### config.mk
export PLATFORM = sky130hd
export DESIGN_NAME = detector_status_byte_packer
export DESIGN_NICKNAME = d
export VERILOG_FILES = /design/src/detector_status_byte_packer.v
export VERILOG_INCLUDE_DIRS = /design/src
export SDC_FILE = /design/constraint.sdc
export NUM_CORES = 1
export LEC_CHECK = 0
export BUFFER_PORTS_ARGS = -buffer_cell sky130_fd_sc_hd__clkbuf_2
export CAP_MARGIN = 30
export CORE_MARGIN = 3
export CORE_UTILIZATION = 38
export CTS_CLUSTER_DIAMETER = 120
export DETAILED_ROUTE_END_ITERATION = 10
export MAX_ROUTING_LAYER = met4
export PLACE_DENSITY = 0.65
export SLEW_MARGIN = 40
export SYNTH_ARGS = -nofsm -noshare
export SYNTH_HDL_FRONTEND = slang
export SYNTH_SLANG_ARGS = --single-unit
### constraint.sdc
create_clock -name clock_i -period 5.9 [get_ports clock_i]
set_input_delay 1.18 -clock clock_i [delete_from_list [all_inputs] [get_ports clock_i]]
set_output_delay 1.18 -clock clock_i [all_outputs]
set_load 0.01 [all_outputs]
### src/status_packer_regs.vh
// Offsets, field positions, command codes and message codes of the status byte packer
`ifndef STATUS_PACKER_REGS_VH
`define STATUS_PACKER_REGS_VH

// ****************************************
// Status byte offsets
// ****************************************
`define OFS_STATUS_GENERAL              3'h0
`define OFS_STATUS_CALIB_PRIMARY        3'h1
`define OFS_STATUS_LOCK_PRIMARY         3'h2
`define OFS_STATUS_LOCK_SECONDARY       3'h3
`define OFS_STATUS_FINGERPRINT_SECONDARY 3'h4
`define STATUS_BYTE_COUNT               3'h5

// ****************************************
// Command codes
// ****************************************
`define CMD_READ_TAG_DESC_DATE          8'h0D
`define CMD_READ_ADDITIONAL_STATUS      8'h30

// ****************************************
// Status byte 0 field positions
// ****************************************
`define B0_UNIT_TYPE                    7
`define B0_BEAM_BLOCK_FIRST             6
`define B0_BEAM_BLOCK_SECOND            5
`define B0_LOW_LIGHT                    4
`define B0_OVER_TEMP                    3
`define B0_UNDER_TEMP                   2
`define B0_WIRELESS_CONFIGURED          1
`define B0_HEATER_ON                    0

// ****************************************
// Self test outcome and message codes
// ****************************************
`define SELFTEST_NONE                   2'h0
`define SELFTEST_FAIL                   2'h1
`define SELFTEST_PASS                   2'h2
`define SELFTEST_HIGH_BACKGROUND        2'h3
`define MSG_NONE                        2'h0
`define MSG_SELFTEST_FAIL               2'h1
`define MSG_SELFTEST_PASS               2'h2
`define MSG_SELFTEST_HIGH_BACKGROUND    2'h3

// ****************************************
// Reset values
// ****************************************
`define VALUE_RESET                     17'h00000
`define DATE_RESET                      24'h000000

`endif

### src/detector_status_byte_packer.v
// Additional status byte packer and self test descriptor selector
// ****************************************
// ****************************************
`timescale 1ns/1ps
`default_nettype none
`include "status_packer_regs.vh"

module detector_status_byte_packer (
    // Clock and reset
    input  wire        clock_i,
    input  wire        rst_i,
    // Reply request from the command layer
    input  wire        req_valid_i,
    input  wire [7:0]  req_cmd_i,
    input  wire [2:0]  byte_index_i,
    // Condition flags, same clock domain
    input  wire        unit_is_receiver_i,
    input  wire [1:0]  beam_block_i,
    input  wire        low_light_i,
    input  wire        over_temp_i,
    input  wire        under_temp_i,
    input  wire        wireless_configured_i,
    input  wire        heater_on_i,
    input  wire [3:0]  calib_valid_primary_i,
    input  wire [1:0]  signal_loss_suppr_i,
    input  wire [1:0]  fp_fail_primary_i,
    input  wire [1:0]  lock_primary_i,
    input  wire [1:0]  lock_fail_primary_i,
    input  wire [1:0]  negative_gas_i,
    input  wire        diffuser_fail_i,
    input  wire        no_optical_link_packets_i,
    input  wire [1:0]  lock_secondary_i,
    input  wire [1:0]  lock_fail_secondary_i,
    input  wire [1:0]  zero_valid_secondary_i,
    input  wire [1:0]  span_valid_secondary_i,
    input  wire [1:0]  fp_fail_secondary_i,
    // Self test completion event
    input  wire        selftest_done_i,
    input  wire [1:0]  selftest_outcome_i,
    input  wire [16:0] selftest_value_i,
    input  wire [23:0] selftest_date_i,
    // Status byte reply
    output reg         status_valid_o,
    output reg  [7:0]  status_byte_o,
    // Descriptor reply
    output reg         desc_valid_o,
    output reg  [1:0]  desc_msg_o,
    output reg  [16:0] desc_value_o,
    output reg  [23:0] desc_date_o,
    // Bookkeeping
    output wire        selftest_last_pass_o,
    output wire [16:0] selftest_value_o
);

    // ****************************************
    // Live status bytes
    // ****************************************
    wire [7:0] status_general;
    wire [7:0] status_calib_primary;
    wire [7:0] status_lock_primary;
    wire [7:0] status_lock_secondary;
    wire [7:0] status_fingerprint_secondary;

    assign status_general = {unit_is_receiver_i, beam_block_i[0], beam_block_i[1],
                             low_light_i, over_temp_i, under_temp_i,
                             wireless_configured_i, heater_on_i};
    assign status_calib_primary = {calib_valid_primary_i,
                                   signal_loss_suppr_i[0], signal_loss_suppr_i[1],
                                   fp_fail_primary_i[0], fp_fail_primary_i[1]};
    assign status_lock_primary = {lock_primary_i[0], lock_primary_i[1],
                                  lock_fail_primary_i[0], lock_fail_primary_i[1],
                                  negative_gas_i[0], negative_gas_i[1],
                                  diffuser_fail_i, no_optical_link_packets_i};
    assign status_lock_secondary = {lock_secondary_i[0], lock_secondary_i[1],
                                    lock_fail_secondary_i[0], lock_fail_secondary_i[1],
                                    zero_valid_secondary_i[0], zero_valid_secondary_i[1],
                                    span_valid_secondary_i[0], span_valid_secondary_i[1]};
    // Low six bits unassigned, held at zero
    assign status_fingerprint_secondary = {fp_fail_secondary_i[0], fp_fail_secondary_i[1],
                                           6'h00};

    // ****************************************
    // Byte select
    // ****************************************
    reg [7:0] status_byte_next;

    always @* begin
        if (byte_index_i == `OFS_STATUS_GENERAL) begin
            status_byte_next = status_general;
        end else if (byte_index_i == `OFS_STATUS_CALIB_PRIMARY) begin
            status_byte_next = status_calib_primary;
        end else if (byte_index_i == `OFS_STATUS_LOCK_PRIMARY) begin
            status_byte_next = status_lock_primary;
        end else if (byte_index_i == `OFS_STATUS_LOCK_SECONDARY) begin
            status_byte_next = status_lock_secondary;
        end else if (byte_index_i == `OFS_STATUS_FINGERPRINT_SECONDARY) begin
            status_byte_next = status_fingerprint_secondary;
        end else begin
            status_byte_next = 8'h00;
        end
    end

    // ****************************************
    // Stored self test result
    // ****************************************
    // Held here because the descriptor must survive after the test ends
    reg [1:0]  outcome_reg;
    reg [16:0] value_reg;
    reg [23:0] date_reg;

    always @(posedge clock_i or posedge rst_i) begin
        if (rst_i) begin
            outcome_reg <= `SELFTEST_NONE;
            value_reg   <= `VALUE_RESET;
            date_reg    <= `DATE_RESET;
        end else if (selftest_done_i && selftest_outcome_i != `SELFTEST_NONE) begin
            outcome_reg <= selftest_outcome_i;
            value_reg   <= selftest_value_i;
            date_reg    <= selftest_date_i;
        end
    end

    // High background is a pass for bookkeeping
    assign selftest_last_pass_o = (outcome_reg == `SELFTEST_PASS) ||
                                  (outcome_reg == `SELFTEST_HIGH_BACKGROUND);
    assign selftest_value_o = value_reg;

    // ****************************************
    // Message select
    // ****************************************
    reg [1:0] desc_msg_next;

    always @* begin
        case (outcome_reg)
            `SELFTEST_FAIL: begin
                desc_msg_next = `MSG_SELFTEST_FAIL;
            end
            `SELFTEST_PASS: begin
                desc_msg_next = `MSG_SELFTEST_PASS;
            end
            `SELFTEST_HIGH_BACKGROUND: begin
                desc_msg_next = `MSG_SELFTEST_HIGH_BACKGROUND;
            end
            default: begin
                desc_msg_next = `MSG_NONE;
            end
        endcase
    end

    // ****************************************
    // Reply registers
    // ****************************************
    // Flags sampled on the request edge, not latched earlier
    always @(posedge clock_i or posedge rst_i) begin
        if (rst_i) begin
            status_valid_o <= 1'b0;
            status_byte_o  <= 8'h00;
            desc_valid_o   <= 1'b0;
            desc_msg_o     <= `MSG_NONE;
            desc_value_o   <= `VALUE_RESET;
            desc_date_o    <= `DATE_RESET;
        end else begin
            status_valid_o <= req_valid_i && req_cmd_i == `CMD_READ_ADDITIONAL_STATUS;
            desc_valid_o   <= req_valid_i && req_cmd_i == `CMD_READ_TAG_DESC_DATE;
            if (req_valid_i && req_cmd_i == `CMD_READ_ADDITIONAL_STATUS) begin
                status_byte_o <= status_byte_next;
            end
            if (req_valid_i && req_cmd_i == `CMD_READ_TAG_DESC_DATE) begin
                desc_msg_o   <= desc_msg_next;
                desc_value_o <= value_reg;
                desc_date_o  <= date_reg;
            end
        end
    end

endmodule // detector_status_byte_packer

`default_nettype wire

# Word level (Yosys, flattened, before mapping)
# Cells that the tools add are included.
# word_totals
input_bits	92
elab_cells	30
reg_bits	96
# op_classes
reduce_logical	6
n_eq_ne	9
mux	6
# op_table
cell	n
$mux 8	5
$eq 8x4->1 const B	1
$eq 8x6->1 const B	1
$eq 3x2->1 const B	2
$pmux 2 s3	1
$eq 2x2->1 const B	2
$eq 3x1->1 const B	1
$eq 3x3->1 const B	1
$logic_and 1x1->1	3
$logic_not 3->1	1
$eq 2x1->1 const B	1
$reduce_bool 2->1	1
$logic_or 1x1->1	1

# Longest topological paths before layout
# Gate-level depths: netlist of run 1.
# depth
ltp_word	6
depth_mapped	5
depth_no_buf	4

# Worst setup path before layout of run 1
# Ideal clock, no wire load.
# synth_path
path_kind	input-to-reg
from	input req_cmd_i[1]
to	register desc_date_o[0]
arrival_ns	2.152
slack_ns	3.623
required_ns	5.775
cell_stages	4
path_cell_list	nor4b_4 nand3b_4 buf_6 mux2_4
# synth_via
elab_chain_cells	2
# synth_lines
item	line_no	text
start, declared	detector_status_byte_packer.v:14	input wire [7:0] req_cmd_i,
$eq 8x4->1 (no source line)	-	
$logic_and 1x1->1 (no source line)	-	
end signal, assigned	detector_status_byte_packer.v:161	desc_date_o <= `DATE_RESET;
end signal, assigned	detector_status_byte_packer.v:171	desc_date_o <= date_reg;
end, declared	detector_status_byte_packer.v:49	output reg [23:0] desc_date_o,
# No other way between the ends.
# A chain may end at the register's enable or synchronous reset.

# Worst setup path in the final report of run 1
# layout_path
from	input req_cmd_i[1]
to	register desc_value_o[12]
# layout_via
elab_chain_cells	2
# layout_lines
item	line_no	text
$eq 8x4->1 (no source line)	-	
$logic_and 1x1->1 (no source line)	-	
end signal, assigned	detector_status_byte_packer.v:160	desc_value_o <= `VALUE_RESET;
end signal, assigned	detector_status_byte_packer.v:170	desc_value_o <= value_reg;
end, declared	detector_status_byte_packer.v:48	output reg [16:0] desc_value_o,
# No other way between the ends.

==> qor.tcl, run 1 <==
set qor(timing.hold.worst.class) {reg2reg}
set qor(cts-buffers-inserted) 9
set qor(finalWorstPathRequiredPeriod_ns) 2.54
set qor(hpwlAfterDp_um) 6520
set qor(fin_setup_tns_ns) 0
set qor(worst-path-buf-inv) 2
set qor(worstSetupPathType) {in2reg}
set qor(synth.ff_latch_count) 96
set qor(cp_data_arrival_time_ns) 2.77
set qor(cp.depth) 5
set qor(hold_violations) 0
set qor(whs_endpoint) {status_byte_o[7]}
set qor(design.final.nets) 514
set qor(worst_hold_path.num_cells) 2
set qor(placementRows) 37
set qor(synth_fp_nets) 351
set qor(yosysSeqAreaShare) 0.593
set qor(ys.warnings.count) 0
set qor(synth_top_area_share) 0.593
set qor(timing.critical_path.from_type) {input pin}
set qor(grt_start_max_net_pins) 50
set qor(grt_pass1_vias) 2827
set qor(clock_insertion_delay_worst_skew_ns) 0.35
set qor(yosys.area_share.xor_xnor) 0
set qor(timing.max_cap.violations) 0
set qor(count_of_routing_violations_after_the_opening_detailed_route_iteration) 97
set qor(post_synth_fa_ha_maj_area_fraction) 0
set qor(worst-endpoint-required_ns) 6.14
set qor(period_share) 0.430
set qor(drive_gt1_frac) 0.635
set qor(run_status) {finished clean}
set qor(wl_per_cell_um) 15.7
set qor(power_density_nw_per_um2) 263
set qor(drt_wl_total_um) 8850
set qor(grt.met1_usage) 0.181
set qor(postSynth.asyncResetShare) 1.00
set qor(gr-total-overflow) 0
set qor(groute.usage.overall) 0.154
set qor(syn_avg_cell_area_um2) 15.6
set qor(timing.rr.start) {selftest_value_o[6]}
set qor(antenna_cells_inserted) 0
set qor(worst_pin_slew_ns) 0.600
set qor(core_region_area_um2) 10300
set qor(max-slew-margin-rel) 0.600
set qor(global_route.usage.met3) 0.0397
set qor(detailroute.via_count) 2681
set qor(final_max_slew_viol_count) 0
set qor(power_uw) 1360
set qor(place.gp.congestion) 0.831
set qor(synth-compound-area-share) 0.0340
set qor(fin_worst_skew_ns) 0.00916
set qor(max_clock_freq_mhz) 394
set qor(die_width_um) 109
set qor(initial_utilization) 0.392
set qor(cts-root-buf) {sky130_fd_sc_hd__clkbuf_8}
set qor(max-vdd-ir-drop_uv) 137
set qor(filler_cell_count) 944
set qor(synth.cell_area_um2) 4050
set qor(worst-r2r-cell-count) 1
set qor(final_antenna_net_count) 0
set qor(cts_post_setup_buffers_inserted) 0
set qor(synth_top_family_by_area) {multiplexers}
set qor(most_frequent_cells_after_synthesis) {96 x sky130_fd_sc_hd__dfrtp_1, 45 x sky130_fd_sc_hd__mux2_2, 40 x sky130_fd_sc_hd__mux2_4}
set qor(viasPerCell) 4.76
set qor(clock_tree_from_tritoncts) {yes}
set qor(synth_edf_count) 0
set qor(static-leakage-power_uw) 0.00285
set qor(groute.layer.met2.usage) 0.259
set qor(drt-pass1-iter-count) 4
set qor(synthSimpleGateAreaFrac) 0.0439
set qor(synth.largest_area_cell) {sky130_fd_sc_hd__dfrtp_1}
set qor(yosys_most_used_dff) {sky130_fd_sc_hd__dfrtp_1}
set qor(dieHeight_um) 109
set qor(finalSetupViolCount) 0
set qor(cp_slowest_stage_delay_ns) 0.44
set qor(cts-resized-gates) 0
set qor(endpoint_kind) {register}
set qor(regToRegEndpoint) {selftest_value_o[6]}
set qor(peak_usage_layer_in_the_global_routing_report) {met2}
set qor(grt_pass1_wl_um) 13900
set qor(drt_drc_violations_left) 0
set qor(hp-start) {status_byte_o[7]}
set qor(htree_num_levels) 3
set qor(port_buffers) 162
set qor(synthMostInstantiatedCell) {sky130_fd_sc_hd__dfrtp_1}
set qor(clkSinkCount) 96
set qor(cp_slowest_cell) {sky130_fd_sc_hd__nand3b_4}
set qor(flow.area_growth_from_synthesis_pct) 28.0
set qor(critPathTopFamily) {simple AND/OR/NAND/NOR gates}
set qor(r2r_slack_ns) 5.09
set qor(critical_path.cell_chain) {clkbuf_2 > nor4b_4 > nand3b_4 > buf_12 > mux2_4}
set qor(fp.dieArea_um2) 11900
set qor(post_synth_num_cell_types) 30
set qor(floorplan.io_pins) 163
set qor(synthesis.instances) 259
set qor(ys_top_cells_by_area) {sky130_fd_sc_hd__dfrtp_1 59%, sky130_fd_sc_hd__mux2_4 15%, sky130_fd_sc_hd__mux2_2 13%, sky130_fd_sc_hd__mux2i_1 3.0%, sky130_fd_sc_hd__nand2_1 1.3%}
set qor(fin_worst_hold_slack_ns) 0.495
set qor(cts-root-to-sink-buffers) 2
set qor(clk_pin_slew_worst_paths_ns) 0.09
set qor(timing.critical_path.fanout_max) 23
set qor(initial_antenna_violation_count) 0
set qor(grt_setup_unrepaired) {false}
set qor(synth.mux.area_fraction) 0.303
set qor(holdBufCountCts) 0
-- placed cells by master, fill, tap and decap left out, drive strengths merged --
cell      instances
or2               2
o31ai             2
nand3b            1
and4b             1
o21ai             6
bufinv            1
nor3              3
nor3b             1
nor2              1
a22oi             1
nand3             1
and3              1
nand2            14
inv               5
nand2b            1
clkinvlp          2
nor4b             2
nor2b             1
mux2             85
mux2i            12
dfrtp            96
clkbuf          172
buf               3
a221oi            2
clkinv            2
a2bb2oi           1
o22a              5
a21oi             3
-- through the flow --
| step | area [um2] | setup WS [ns] | util | instances |
|---|---|---|---|---|
| 2_1_floorplan | 4050 | 2.21 | - | 259 |
| 3_3_place_gp | 4970 | 2.81 | 0.481 | 546 |
| 3_5_place_dp | 4990 | 2.98 | 0.483 | 547 |
| 4_1_cts | 5180 | 3.37 | 0.502 | 563 |
| 5_1_grt | 5180 | 3.30 | 0.502 | 563 |
| 6_report | 5180 | 3.36 | 0.502 | 563 |
-- worst max path at each step --
stage,from,to
2_1_floorplan,rst_i,date_reg[0]
3_3_place_gp,req_cmd_i[1],desc_date_o[3]
3_5_place_dp,req_cmd_i[1],desc_value_o[12]
4_1_cts,req_cmd_i[1],desc_value_o[10]
5_1_grt,req_cmd_i[1],desc_value_o[10]
6_report,req_cmd_i[1],desc_value_o[12]
-- metal layers --
layer	share of wire	wire length, um
met1	0.39	3490
met2	0.54	4800
met3	0.047	419
met4	0.016	140
met5	0	0
-- power breakdown --
part | internal [uW] | total (uW) | switching, uW
Clock | 198 | 423 | 226
Sequential | 713 | 748 | 34.2
Combinational | 108 | 194 | 85.4
-- final cells by class --
type | count | area [um2] | area share
tap | 136 | 170 | 0.0328
clock inverter | 6 | 67.6 | 0.0130
multi-input combinational | 146 | 1550 | 0.300
timing repair buffer | 165 | 846 | 0.163
sequential | 96 | 2400 | 0.463
clock buffer | 10 | 128 | 0.0246
inverter | 4 | 17.5 | 0.00338
-- cell families after synthesis --
family                 after synthesis
DFF                                 96
AOI/OAI and AO/OA                   20
muxes                               97
and+or+nand+nor                     29
buffers and inverters               17
-- tightest hold or removal path: stages, from the launching register on --
cell                      delay [ns]
sky130_fd_sc_hd__dfrtp_1        0.35
sky130_fd_sc_hd__nand2_1        0.05
sky130_fd_sc_hd__o31ai_1        0.06
(Power assumes the default switching activity.)
==> run 2: changes to the inputs <==
ABC_AREA = 1   (was unset)
PLACE_DENSITY = 0.68   (was 0.65)
clock period = 2 ns   (was 5.9 ns; I/O delays follow)
==> run 2 against run 1 <==
  * Combinational power grew to 2.9 times the previous value
  * Synthesized cell count increased by 53%
  * Core utilization up 1.3 points
  * Sequential power increased to 3.0 times the previous value
==> qor.tcl, run 2 <==
set qor(detailroute.via_count) 3301
set qor(synth.largest_area_cell) {sky130_fd_sc_hd__dfrtp_1}
set qor(switching_power_summed_over_all_nets_uw) 1120
set qor(critical_path.cell_chain) {clkbuf_2}
set qor(drt_wl_total_um) 9700
set qor(synth_edf_count) 0
set qor(most-common-layout-cells) {162 x sky130_fd_sc_hd__clkbuf_2, 135 x sky130_fd_sc_hd__nand2_1, 96 x sky130_fd_sc_hd__dfrtp_1, 43 x sky130_fd_sc_hd__mux2_2, 33 x sky130_fd_sc_hd__nand3_1}
set qor(run_status) {finished clean}
set qor(synthMostInstantiatedCell) {sky130_fd_sc_hd__nand2_1}
set qor(holdBufCountCts) 0
set qor(finalWorstPathRequiredPeriod_ns) 1.32
set qor(timing.critical_path.from_type) {register}
set qor(cts-root-buf) {sky130_fd_sc_hd__clkbuf_8}
set qor(finalSetupViolCount) 0
set qor(antenna_cells_inserted) 0
set qor(cp_slowest_cell) {sky130_fd_sc_hd__dfrtp_1}
set qor(worst-path-buf-inv) 1
set qor(clk_pin_slew_worst_paths_ns) 0.11
set qor(worst_pin_slew_ns) 0.527
set qor(core_region_area_um2) 10000
set qor(postSynth.asyncResetShare) 1.00
set qor(timing.hold.worst.class) {in2async}
set qor(most_frequent_cells_after_synthesis) {135 x sky130_fd_sc_hd__nand2_1, 96 x sky130_fd_sc_hd__dfrtp_1, 43 x sky130_fd_sc_hd__mux2_2}
set qor(synthesis.instances) 395
set qor(floorplan.io_pins) 163
set qor(yosysSeqAreaShare) 0.597
set qor(viasPerCell) 4.74
set qor(dp.cells) 680
set qor(timing.critical_path.fanout_max) 3
set qor(port_buffers) 162
set qor(fin_setup_tns_ns) 0
set qor(worst-endpoint-required_ns) 1.60
set qor(syn_avg_cell_area_um2) 10.2
set qor(wl_per_cell_um) 13.9
set qor(endpoint_kind) {output pin}
set qor(design.final.nets) 650
set qor(final_area_um2) 5170
set qor(grt_start_max_net_pins) 97
set qor(clock_power_share) 0.303
set qor(post_synth_num_cell_types) 19
set qor(cp_data_arrival_time_ns) 0.92
set qor(die_width_um) 109
set qor(ys.warnings.count) 0
set qor(drt-pass1-iter-count) 7
set qor(fin_worst_skew_ns) 0.0126
set qor(placement.cell_area_um2) 4990
set qor(power_density_nw_per_um2) 771
set qor(period_share) 0.662
set qor(synth.ff_latch_count) 96
set qor(yosys_most_used_dff) {sky130_fd_sc_hd__dfrtp_1}
set qor(flow.area_growth_from_synthesis_pct) 28.5
set qor(max_clock_freq_mhz) 755
set qor(worstSetupPathType) {reg2out}
set qor(grt_pass1_vias) 3266
set qor(hold_violations) 0
set qor(place.gp.congestion) 0.933
set qor(dieHeight_um) 109
set qor(initial_utilization) 0.401
set qor(max-slew-margin-rel) 0.649
set qor(cp_slowest_stage_delay_ns) 0.42
set qor(groute.usage.overall) 0.172
set qor(critPathTopFamily) {flip-flops}
set qor(cts-buffers-inserted) 9
set qor(hpwlAfterDp_um) 7180
set qor(clock_tree_from_tritoncts) {yes}
set qor(synth.cell_area_um2) 4030
set qor(drive_gt1_frac) 0.435
set qor(static-leakage-power_uw) 0.00286
set qor(htree_num_levels) 3
set qor(mostFrequentLayoutCell) {sky130_fd_sc_hd__clkbuf_2}
set qor(sequential_group_share_of_total_power) 0.556
set qor(final_antenna_net_count) 0
set qor(cts_post_setup_buffers_inserted) 0
set qor(max-vdd-ir-drop_uv) 412
set qor(synth_top_area_share) 0.597
set qor(ys_top_cells_by_area) {sky130_fd_sc_hd__dfrtp_1 60%, sky130_fd_sc_hd__nand2_1 13%, sky130_fd_sc_hd__mux2_2 12%, sky130_fd_sc_hd__nand3_1 4.2%, sky130_fd_sc_hd__nor2_1 2.7%}
set qor(grt_pass1_wl_um) 15600
set qor(share_comb_of_total_power) 0.141
set qor(timing.max_cap.violations) 0
set qor(cts-root-to-sink-buffers) 2
set qor(layout.cells.non_filler) 696
set qor(initial_antenna_violation_count) 0
set qor(grt_setup_unrepaired) {false}
set qor(fp.dieArea_um2) 11900
set qor(power.share.switching) 0.280
set qor(clkSinkCount) 96
set qor(placementRows) 36
set qor(drt_drc_violations_left) 0
set qor(gr-total-overflow) 0
set qor(synth_fp_nets) 487
set qor(count_of_routing_violations_after_the_opening_detailed_route_iteration) 148
set qor(cts-resized-gates) 0
set qor(p_int_uw) 2870
set qor(final_max_slew_viol_count) 0
set qor(clock_insertion_delay_worst_skew_ns) 0.36
set qor(utilization) 0.515
run 2: cells by family after synthesis:
logic type	synth area share
flops	0.597
simple gates	0.240
buf+inv	0.0382
compound gates	0.00466
mux	0.120
run 2: through the flow:
| step | power (uW) | setup slack, ns | hold WS (ns) |
|---|---|---|---|
| final | 3990 | 0.676 | 0.140 |
| after detailed placement | 2830 | 0.483 | 0.459 |
| after global routing | 4210 | 0.626 | 0.199 |
| after floorplan | 2540 | 0.466 | 0.443 |
| after CTS | 4040 | 0.661 | 0.183 |
| after global placement | 2800 | 0.551 | 0.452 |
run 2: power by group through the flow:
stage	registers (uW)	clock network, uW	logic, uW
after floorplan	2280	0	259
after global placement	2250	0	555
after detailed placement	2260	0	572
after CTS	2220	1250	573
after global routing	2240	1340	627
final	2220	1210	561
run 2: area by class of cell:
type / instances / area [um2]
Inverter: 10 / 41.3
Timing Repair Buffer: 170 / 896
Multi-Input combinational cell: 271 / 1480
Clock inverter: 7 / 61.3
Sequential cell: 96 / 2400
Fill cell: 929 / 4870
Clock buffer: 9 / 124
Tap cell: 133 / 166
run 2: final timing paths:
check,startpoint,to,slack [ns],cells past startpoint
max,selftest_value_o[1],selftest_value_o[1],0.68,1
min,rst_i,status_byte_o[4],0.14,3
max reg2reg,selftest_value_o[3],selftest_value_o[3],1.20,1
min reg2reg,date_reg[15],desc_date_o[15],0.48,2
max in group asynchronous,rst_i,desc_date_o[19],1.42,3
min in group clock_i,selftest_value_i[13],selftest_value_o[13],0.26,2
run 2: metal layers:
metal | wire length (um) | GRT usage
met3 | 444 | 0.0343
met4 | 257 | 0.0613
met5 | 0 | -
met2 | 4900 | 0.280
met1 | 4100 | 0.215
